File: src/hw/prc_pkg.sv
// Package with offsets, field positions, reset values and carrier types of the configuration bank.
package prc_pkg;

   // ==========================================================
   // Register indices and address width
   // ==========================================================
   localparam logic [7:0]  IDX_TEST_MIRROR   = 8'h31;
   localparam logic [7:0]  IDX_RGMII_CTL     = 8'h32;
   localparam logic [7:0]  IDX_RGMII_CTL_TWO = 8'h33;
   localparam logic [7:0]  IDX_FAST_ETH      = 8'h43;
   localparam logic [7:0]  IDX_STRAP_STS_TWO = 8'h6F;
   localparam int          ADDR_W            = 10;

   // ==========================================================
   // Field positions
   // ==========================================================
   localparam int POS_TEST_OVERRIDE   = 7;
   localparam int POS_MIRROR          = 0;
   localparam int POS_RGMII_EN        = 7;
   localparam int POS_RX_THR          = 5;
   localparam int POS_TX_THR          = 3;
   localparam int POS_TX_DELAY        = 1;
   localparam int POS_RX_DELAY        = 0;
   localparam int POS_ASYNC_SKIP      = 4;
   localparam int POS_DESC_TIMER_DIS  = 11;
   localparam int POS_DESC_RECOVERY   = 7;
   localparam int POS_FORCE_GOOD      = 6;
   localparam int POS_ENH_MLT3        = 5;
   localparam int POS_ENH_GAP         = 4;
   localparam int POS_DEC_SKIP        = 3;
   localparam int POS_SCR_OFF         = 2;
   localparam int POS_ODD_NIBBLE      = 1;
   localparam int POS_EARLY_VALID     = 0;
   localparam int POS_STRAP_TEST_REQ  = 8;

   // ==========================================================
   // Reset values, AXI response codes and constant read-only patterns
   // ==========================================================
   localparam logic [15:0] TEST_MIRROR_FIXED = 16'h1010;
   localparam logic [1:0]  RST_RX_THR        = 2'h2;
   localparam logic [1:0]  RST_TX_THR        = 2'h2;
   localparam logic [3:0]  RST_DESC_RECOVERY = 4'hF;
   localparam logic        RST_ENH_MLT3      = 1'b1;
   localparam logic [1:0]  AXI_OKAY          = 2'h0;
   localparam logic [1:0]  AXI_SLVERR        = 2'h2;
   localparam logic [31:0] ZERO_WORD         = 32'h0000_0000;

   // Descrambler packet limit in microseconds, clock rate in MHz and the limit in cycles.
   localparam int          DESC_LIMIT_US     = 1500;
   localparam int          CLK_MHZ           = 100;
   localparam int          DESC_LIMIT_CYC    = DESC_LIMIT_US * CLK_MHZ;

   // ==========================================================
   // Carriers
   // ==========================================================
   typedef struct packed {
      logic       internal_test_override;
      logic       test_reserved_rw;
      logic       port_mirror;
      logic       rgmii_enable;
      logic [1:0] receive_fifo_half_threshold;
      logic [1:0] transmit_fifo_half_threshold;
      logic       tx_clock_shift;
      logic       rx_clock_shift;
      logic       async_fifo_skip_enable;
      logic       descrambler_timer_disable;
      logic [3:0] descrambler_recovery_time;
      logic       force_good_link;
      logic       enhanced_three_level_detect;
      logic       enhanced_gap_detect;
      logic       receive_decoder_skip;
      logic       scrambler_off;
      logic       odd_nibble_detect;
      logic       early_receive_valid_enable;
   } prc_cfg_type;

   typedef struct packed {
      logic       awready;
      logic       wready;
      logic       bvalid;
      logic [1:0] bresp;
      logic       arready;
      logic       rvalid;
      logic [1:0] rresp;
      logic [31:0] rdata;
   } prc_axi_out_type;

   typedef struct packed {
      logic              aw_held;
      logic [ADDR_W-1:0] aw_addr;
      logic              w_held;
      logic [31:0]       w_data;
      logic [3:0]        w_strb;
      logic              strap_taken;
      logic              test_request;
      prc_cfg_type       cfg;
      prc_axi_out_type   axi;
   } prc_state_type;

endpackage : prc_pkg

File: src/hw/prc_config_regs.sv
// Configuration register bank with test, mirror, RGMII and 100BASE-TX controls behind AXI4-Lite.
//
// Register access over AXI4-Lite is this design's own decision.
`timescale 1ns/10ps

module prc_config_regs
#(
   parameter bit LARGE_PACKAGE = 1'b0
)
(
   // Clock and reset.
   input  wire logic                  aclk,
   input  wire logic                  aresetn,
   // Strap levels sampled when reset ends.
   input  wire logic [1:0]            strap_rx_ctrl_mode,
   input  wire logic                  strap_port_mirror,
   input  wire logic                  strap_rgmii_enable,
   // AXI4-Lite write address and data.
   input  wire logic [prc_pkg::ADDR_W-1:0] s_axi_awaddr,
   input  wire logic                  s_axi_awvalid,
   output logic                       s_axi_awready,
   input  wire logic [31:0]           s_axi_wdata,
   input  wire logic [3:0]            s_axi_wstrb,
   input  wire logic                  s_axi_wvalid,
   output logic                       s_axi_wready,
   // AXI4-Lite write response.
   output logic [1:0]                 s_axi_bresp,
   output logic                       s_axi_bvalid,
   input  wire logic                  s_axi_bready,
   // AXI4-Lite read.
   input  wire logic [prc_pkg::ADDR_W-1:0] s_axi_araddr,
   input  wire logic                  s_axi_arvalid,
   output logic                       s_axi_arready,
   output logic [31:0]                s_axi_rdata,
   output logic [1:0]                 s_axi_rresp,
   output logic                       s_axi_rvalid,
   input  wire logic                  s_axi_rready,
   // Configuration levels to the datapath.
   output prc_pkg::prc_cfg_type       cfg,
   output logic                       test_mode_active,
   output logic                       strap_test_request_n
);

   // ==========================================================
   // Helpers
   // ==========================================================

   // Byte address of a register index, four bytes per register.
   function automatic logic [prc_pkg::ADDR_W-1:0] byte_addr(input logic [7:0] idx);
      byte_addr = {idx, 2'b00};
   endfunction : byte_addr

   // Merges a 16-bit register image under byte strobes.
   function automatic logic [15:0] merge16(input logic [15:0] old_v, input logic [31:0] d,
                                           input logic [3:0] strb);
      merge16 = old_v;
      if (strb[0])
      begin
         merge16[7:0] = d[7:0];
      end
      if (strb[1])
      begin
         merge16[15:8] = d[15:8];
      end
   endfunction : merge16

   prc_pkg::prc_state_type st_reg;
   prc_pkg::prc_state_type st_next;
   logic [15:0]            img_test;
   logic [15:0]            img_rgmii;
   logic [15:0]            img_rgmii_two;
   logic [15:0]            img_fast;
   logic [15:0]            img_strap;

   // ==========================================================
   // Read images
   // ==========================================================

   // Builds each register's read view from the stored fields.
   always_comb
   begin
      img_test = prc_pkg::TEST_MIRROR_FIXED;
      img_test[8] = st_reg.cfg.test_reserved_rw;
      img_test[prc_pkg::POS_TEST_OVERRIDE] = st_reg.cfg.internal_test_override;
      img_test[prc_pkg::POS_MIRROR] = st_reg.cfg.port_mirror;
      img_rgmii = 16'h0000;
      img_rgmii[prc_pkg::POS_RGMII_EN] = st_reg.cfg.rgmii_enable;
      img_rgmii[prc_pkg::POS_RX_THR +: 2] = st_reg.cfg.receive_fifo_half_threshold;
      img_rgmii[prc_pkg::POS_TX_THR +: 2] = st_reg.cfg.transmit_fifo_half_threshold;
      img_rgmii[prc_pkg::POS_TX_DELAY] = st_reg.cfg.tx_clock_shift;
      img_rgmii[prc_pkg::POS_RX_DELAY] = st_reg.cfg.rx_clock_shift;
      img_rgmii_two = 16'h0000;
      img_rgmii_two[prc_pkg::POS_ASYNC_SKIP] = st_reg.cfg.async_fifo_skip_enable;
      img_fast = 16'h0000;
      img_fast[prc_pkg::POS_DESC_TIMER_DIS] = st_reg.cfg.descrambler_timer_disable;
      img_fast[prc_pkg::POS_DESC_RECOVERY +: 4] = st_reg.cfg.descrambler_recovery_time;
      img_fast[prc_pkg::POS_FORCE_GOOD] = st_reg.cfg.force_good_link;
      img_fast[prc_pkg::POS_ENH_MLT3] = st_reg.cfg.enhanced_three_level_detect;
      img_fast[prc_pkg::POS_ENH_GAP] = st_reg.cfg.enhanced_gap_detect;
      img_fast[prc_pkg::POS_DEC_SKIP] = st_reg.cfg.receive_decoder_skip;
      img_fast[prc_pkg::POS_SCR_OFF] = st_reg.cfg.scrambler_off;
      img_fast[prc_pkg::POS_ODD_NIBBLE] = st_reg.cfg.odd_nibble_detect;
      img_fast[prc_pkg::POS_EARLY_VALID] = st_reg.cfg.early_receive_valid_enable;
      img_strap = 16'h0000;
      img_strap[prc_pkg::POS_STRAP_TEST_REQ] = ~st_reg.test_request;
   end

   // ==========================================================
   // Next state
   // ==========================================================

   // Handles strap capture, the write and read channels and field updates.
   always_comb
   begin
      logic [15:0] nv;
      logic        wr_go;
      logic        rd_go;
      logic        hit;
      nv = 16'h0000;
      st_next = st_reg;
      hit = 1'b0;
      wr_go = 1'b0;
      rd_go = 1'b0;
      // Strap capture on the first edge after reset releases.
      if (!st_reg.strap_taken)
      begin
         st_next.strap_taken = 1'b1;
         st_next.test_request = |strap_rx_ctrl_mode;
         st_next.cfg.internal_test_override = |strap_rx_ctrl_mode;
         st_next.cfg.port_mirror = strap_port_mirror;
         st_next.cfg.rgmii_enable = LARGE_PACKAGE ? strap_rgmii_enable : 1'b1;
      end
      // Address and data are caught separately, in either order.
      if (st_reg.axi.awready && s_axi_awvalid)
      begin
         st_next.aw_held = 1'b1;
         st_next.aw_addr = s_axi_awaddr;
      end
      if (st_reg.axi.wready && s_axi_wvalid)
      begin
         st_next.w_held = 1'b1;
         st_next.w_data = s_axi_wdata;
         st_next.w_strb = s_axi_wstrb;
      end
      st_next.axi.awready = !st_next.aw_held && !st_reg.axi.bvalid;
      st_next.axi.wready = !st_next.w_held && !st_reg.axi.bvalid;
      wr_go = st_reg.aw_held && st_reg.w_held && !st_reg.axi.bvalid && st_reg.strap_taken;
      if (wr_go)
      begin
         hit = 1'b1;
         if (st_reg.aw_addr == byte_addr(prc_pkg::IDX_TEST_MIRROR))
         begin
            nv = merge16(img_test, st_reg.w_data, st_reg.w_strb);
            st_next.cfg.test_reserved_rw = nv[8];
            st_next.cfg.internal_test_override = nv[prc_pkg::POS_TEST_OVERRIDE];
            st_next.cfg.port_mirror = nv[prc_pkg::POS_MIRROR];
         end
         else if (st_reg.aw_addr == byte_addr(prc_pkg::IDX_RGMII_CTL))
         begin
            nv = merge16(img_rgmii, st_reg.w_data, st_reg.w_strb);
            st_next.cfg.rgmii_enable = nv[prc_pkg::POS_RGMII_EN];
            st_next.cfg.receive_fifo_half_threshold = nv[prc_pkg::POS_RX_THR +: 2];
            st_next.cfg.transmit_fifo_half_threshold = nv[prc_pkg::POS_TX_THR +: 2];
            st_next.cfg.tx_clock_shift = nv[prc_pkg::POS_TX_DELAY];
            st_next.cfg.rx_clock_shift = nv[prc_pkg::POS_RX_DELAY];
         end
         else if (st_reg.aw_addr == byte_addr(prc_pkg::IDX_RGMII_CTL_TWO))
         begin
            nv = merge16(img_rgmii_two, st_reg.w_data, st_reg.w_strb);
            st_next.cfg.async_fifo_skip_enable = nv[prc_pkg::POS_ASYNC_SKIP];
         end
         else if (st_reg.aw_addr == byte_addr(prc_pkg::IDX_FAST_ETH))
         begin
            nv = merge16(img_fast, st_reg.w_data, st_reg.w_strb);
            st_next.cfg.descrambler_timer_disable = nv[prc_pkg::POS_DESC_TIMER_DIS];
            st_next.cfg.descrambler_recovery_time = nv[prc_pkg::POS_DESC_RECOVERY +: 4];
            st_next.cfg.force_good_link = nv[prc_pkg::POS_FORCE_GOOD];
            st_next.cfg.enhanced_three_level_detect = nv[prc_pkg::POS_ENH_MLT3];
            st_next.cfg.enhanced_gap_detect = nv[prc_pkg::POS_ENH_GAP];
            st_next.cfg.receive_decoder_skip = nv[prc_pkg::POS_DEC_SKIP];
            st_next.cfg.scrambler_off = nv[prc_pkg::POS_SCR_OFF];
            st_next.cfg.odd_nibble_detect = nv[prc_pkg::POS_ODD_NIBBLE];
            st_next.cfg.early_receive_valid_enable = nv[prc_pkg::POS_EARLY_VALID];
         end
         else if (st_reg.aw_addr == byte_addr(prc_pkg::IDX_STRAP_STS_TWO))
         begin
            nv = img_strap;
         end
         else
         begin
            hit = 1'b0;
         end
         st_next.aw_held = 1'b0;
         st_next.w_held = 1'b0;
         st_next.axi.bvalid = 1'b1;
         st_next.axi.bresp = hit ? prc_pkg::AXI_OKAY : prc_pkg::AXI_SLVERR;
      end
      else if (st_reg.axi.bvalid && s_axi_bready)
      begin
         st_next.axi.bvalid = 1'b0;
         st_next.axi.awready = !st_reg.aw_held;
         st_next.axi.wready = !st_reg.w_held;
      end
      // Read channel: one read at a time, answer on the next edge.
      rd_go = st_reg.axi.arready && s_axi_arvalid;
      if (rd_go)
      begin
         st_next.axi.arready = 1'b0;
         st_next.axi.rvalid = 1'b1;
         st_next.axi.rresp = prc_pkg::AXI_OKAY;
         if (s_axi_araddr == byte_addr(prc_pkg::IDX_TEST_MIRROR))
         begin
            st_next.axi.rdata = {16'h0000, img_test};
         end
         else if (s_axi_araddr == byte_addr(prc_pkg::IDX_RGMII_CTL))
         begin
            st_next.axi.rdata = {16'h0000, img_rgmii};
         end
         else if (s_axi_araddr == byte_addr(prc_pkg::IDX_RGMII_CTL_TWO))
         begin
            st_next.axi.rdata = {16'h0000, img_rgmii_two};
         end
         else if (s_axi_araddr == byte_addr(prc_pkg::IDX_FAST_ETH))
         begin
            st_next.axi.rdata = {16'h0000, img_fast};
         end
         else if (s_axi_araddr == byte_addr(prc_pkg::IDX_STRAP_STS_TWO))
         begin
            st_next.axi.rdata = {16'h0000, img_strap};
         end
         else
         begin
            st_next.axi.rdata = prc_pkg::ZERO_WORD;
            st_next.axi.rresp = prc_pkg::AXI_SLVERR;
         end
      end
      else if (st_reg.axi.rvalid && s_axi_rready)
      begin
         st_next.axi.rvalid = 1'b0;
         st_next.axi.arready = st_reg.strap_taken;
      end
      else if (!st_reg.axi.rvalid)
      begin
         st_next.axi.arready = st_reg.strap_taken;
      end
   end

   // ==========================================================
   // State register
   // ==========================================================

   // Loads documented defaults under reset and the next state otherwise.
   always_ff @(posedge aclk)
   begin
      if (!aresetn)
      begin
         st_reg <= '0;
         st_reg.cfg.receive_fifo_half_threshold <= prc_pkg::RST_RX_THR;
         st_reg.cfg.transmit_fifo_half_threshold <= prc_pkg::RST_TX_THR;
         st_reg.cfg.descrambler_recovery_time <= prc_pkg::RST_DESC_RECOVERY;
         st_reg.cfg.enhanced_three_level_detect <= prc_pkg::RST_ENH_MLT3;
         st_reg.cfg.rgmii_enable <= 1'b1;
      end
      else
      begin
         st_reg <= st_next;
      end
   end

   // ==========================================================
   // Outputs
   // ==========================================================

   // All outputs come from the state register; strap_test_request_n is the inverted test_request.
   assign s_axi_awready        = st_reg.axi.awready;
   assign s_axi_wready         = st_reg.axi.wready;
   assign s_axi_bvalid         = st_reg.axi.bvalid;
   assign s_axi_bresp          = st_reg.axi.bresp;
   assign s_axi_arready        = st_reg.axi.arready;
   assign s_axi_rvalid         = st_reg.axi.rvalid;
   assign s_axi_rresp          = st_reg.axi.rresp;
   assign s_axi_rdata          = st_reg.axi.rdata;
   assign cfg                  = st_reg.cfg;
   assign test_mode_active     = st_reg.cfg.internal_test_override;
   assign strap_test_request_n = ~st_reg.test_request;

endmodule : prc_config_regs

File: config.mk
export PLATFORM = sky130hd
export DESIGN_NAME = prc_config_regs
export DESIGN_NICKNAME = d
export VERILOG_FILES = /design/src/hw/prc_pkg.sv /design/src/hw/prc_config_regs.sv
export SDC_FILE = /design/constraint.sdc
export NUM_CORES = 1
export LEC_CHECK = 0
export ABC_AREA = 1
export BUFFER_PORTS_ARGS = -buffer_cell sky130_fd_sc_hd__clkbuf_2
export CAP_MARGIN = 15
export CORE_MARGIN = 3
export CORE_UTILIZATION = 39
export CTS_CLUSTER_SIZE = 12
export DETAILED_ROUTE_END_ITERATION = 6
export PLACE_DENSITY_LB_ADDON = 0.08
export SLEW_MARGIN = 5
export SYNTH_ARGS = -nofsm -noshare
export SYNTH_HDL_FRONTEND = slang
export SYNTH_SLANG_ARGS = --single-unit
File: constraint.sdc
create_clock -name aclk -period 2.09 [get_ports aclk]
set_clock_uncertainty 0.05 [all_clocks]
set_input_delay 0.209 -clock aclk [delete_from_list [all_inputs] [get_ports aclk]]
set_output_delay 0.209 -clock aclk [all_outputs]
set_load 0.01 [all_outputs]
==> load_flow_metrics.sql <==
INSERT INTO impl_metrics (metric_group, metric, value, unit) VALUES
('floorplan', 'die_y', '101', 'um'),
('clock_tree', 'path_clk_slew', '0.08', 'ns'),
('setup_path', 'crit-reg2reg-capture', 'cfg[9]', ''),
('sta', 'worst_slew_pin_slew', '0.536', 'ns'),
('power_and_ir_drop', 'fraction_of_power_consumed_by_the_clock_network', '41.8', '%'),
('routing', 'drt-total-wl', '8180', 'um'),
('routing', 'drt-initial-drc-count', '91', ''),
('power_and_ir_drop', 'total_leakage_power', '2.03', 'nW'),
('global_route', 'grt_util_all_layers', '16.2', '%'),
('clock_tree', 'cts.sinks', '71', ''),
('sta', 'unrepaired_setup_endpoints_after_global_routing', 'no', ''),
('setup_path', 'r2r-start', 'st_reg[104]', ''),
('routing', 'vias_per_cell', '4.53', ''),
('worst_hold_path', 'min_from', 's_axi_wdata[11]', ''),
('power_and_ir_drop', 'total_power_consumption_of_the_routed_design', '2.93', 'mW'),
('sta', 'fmaxAchievable', '0.629', 'GHz'),
('power_and_ir_drop', 'pwr-share-seq', '49.1', '%'),
('floorplan', 'core.rowCount', '34', ''),
('worst_hold_path', 'worst_hold_path.num_cells', '3', ''),
('power_and_ir_drop', 'power_switching', '0.754', 'mW'),
('power_and_ir_drop', 'power_density', '741', 'nW/um^2'),
('synth', 'postSynthCellCount', '510', ''),
('global_route', 'grt_max_degree', '57', ''),
('sta', 'final.period_utilization', '76.1', '%'),
('clock_tree', 'postCtsResizedCells', '0', ''),
('clock_tree', 'cts_buffers', '9', ''),
('sta', 'slew-limit-headroom', '64.3', '%'),
('setup_path', 'critPathRequiredTime', '2.25', 'ns'),
('routing', 'antenna_violating_nets_post_route', '0', ''),
('power_and_ir_drop', 'p_int', '2.18', 'mW'),
('clock_tree', 'insertion_delay', '0.34', 'ns'),
('synth', 'synthesis.area_per_instance', '6.93', 'um^2'),
('power_and_ir_drop', 'sw_frac_of_total', '25.7', '%'),
('final_layout', 'num-fill-cells', '980', ''),
('sta', 'hold_ws', '0.0652', 'ns'),
('synth', 'synth.ff_latch_count', '71', ''),
('placed_design', 'placed_area', '3730', 'um^2'),
('placed_design', 'io_buffer_count', '88', ''),
('synth', 'synth_warnings', '0', ''),
('setup_path', 'cp-startpoint', 'st_reg[104]', ''),
('clock_tree', 'max-clock-path-buffers', '2', ''),
('worst_hold_path', 'hold_class', 'in -> reg', ''),
('setup_path', 'timing.critical_path.arrival', '1.75', 'ns'),
('setup_path', 'critical_path_peak_fanout', '11', ''),
('sta', 'time_the_final_worst_path_needs_with_i_o_delays_and_setup', '1.59', 'ns'),
('setup_path', 'setup.reg_to_reg.worst_slack', '0.50', 'ns'),
('routing', 'num_vias', '3070', ''),
('sta', 'setup_ws', '0.500', 'ns'),
('global_route', 'grt_pass1_wl', '13200', 'um'),
('final_layout', 'largest_register_ffs', '28', ''),
('synth', 'ys_seq_area_share', '40.2', '%'),
('power_and_ir_drop', 'power.ir.vdd_worst', '0.343', 'mV'),
('placed_design', 'hpwlAfterDp', '6300', 'um'),
('sta', 'setup_total_negative_slack', '0', 'ns'),
('final_layout', 'antenna_cells_inserted', '0', ''),
('final_layout', 'areaGrowthSynthToFinish', '11.8', '%'),
('global_route', 'grt_antenna_before_repair', '0', ''),
('run_status', 'status', 'finished clean', ''),
('floorplan', 'dieWidth', '101', 'um'),
('final_layout', 'design.final.nets', '631', ''),
('synth', 'syn_area', '3540', 'um^2'),
('final_layout', 'drive_above_1_share', '21.8', '%'),
('clock_tree', 'clock-root-buffer', 'clkbuf_8', ''),
('run', 'maxCapViolCount', '0', ''),
('floorplan', 'core_area', '8760', 'um^2'),
('synth', 'synth.largest_area_cell', 'dfxtp_1', ''),
('sta', 'final_count_of_negative_setup_slack_endpoints', '0', ''),
('synth', 'synth.area.top_cells', 'dfxtp_1 40%, buf_4 13%, nand2_1 11%', ''),
('setup_path', 'ff2ff_path_depth', '9', ''),
('routing', 'number_of_remaining_drc_errors', '0', ''),
('power_and_ir_drop', 'combPwrFrac', '9.1', '%');
per-stage QoR:
stage,std cells,utilization [%]
final,677,45.1
after global routing,677,45.1
after CTS,677,45.1
after detailed placement,661,42.6
after global placement,661,42.6
after floorplan,530,-
worst max path at each step:
stage	endpoint	slack (ns)
after floorplan	cfg[16]	0.78
after global placement	cfg[9]	0.51
after detailed placement	cfg[9]	0.49
after CTS	cfg[9]	0.47
after global routing	cfg[10]	0.30
final	cfg[9]	0.50
area by class of cell:
class / count / area [um^2] / share of cell area (%)
inverters: 51 / 191 / 4.84
clock inverters: 7 / 95.1 / 2.41
well taps: 108 / 135 / 3.42
clock buffers: 9 / 124 / 3.13
repair buffers: 95 / 493 / 12.5
multi-input cells: 336 / 1490 / 37.8
flip-flops and latches: 71 / 1420 / 36.0
worst max-delay path, stage by stage (launching register included):
cell     delay, ns
dfxtp_1       0.31
inv_1         0.06
nand2_1       0.07
nor2_2        0.16
nand2_1       0.15
nor2_1        0.17
buf_4         0.20
nand2_1       0.13
nand2_1       0.09
nand3_1       0.06
routing by layer:
metal  vias up  wire length [um]
li1       1634                 -
met1      1355              3810
met2        72              3840
met3         9               426
met4         0               105
met5         -                 0
cell usage after synthesis (all sizes together):
master	n
o21ai	37
inv	49
dfxtp	71
nor2	93
nor3	2
nand3	45
a21oi	19
nand2	107
conb	1
o21bai	1
nand3b	2
nand4	6
nor3b	1
a2111oi	2
clkinv	2
buf	63
clkbuf	9
kinds of logic after synthesis:
kind of cell,after synthesis,synth area share [%]
buffers and inverters,123,19.7
other,1,0.106
AND/OR/NAND/NOR,256,31.4
AO/OA/AOI/OAI,59,8.63
flip-flops,71,40.2
power by group through the flow:
stage / sequential, mW / clock [mW] / combinational [mW]
5_1_grt: 1.45 / 1.30 / 0.309
3_3_place_gp: 1.47 / 0 / 0.265
2_1_floorplan: 1.47 / 0 / 0.205
4_1_cts: 1.44 / 1.25 / 0.269
3_5_place_dp: 1.47 / 0 / 0.268
6_report: 1.44 / 1.23 / 0.266
Note: power is estimated with default switching activity, not from simulation.
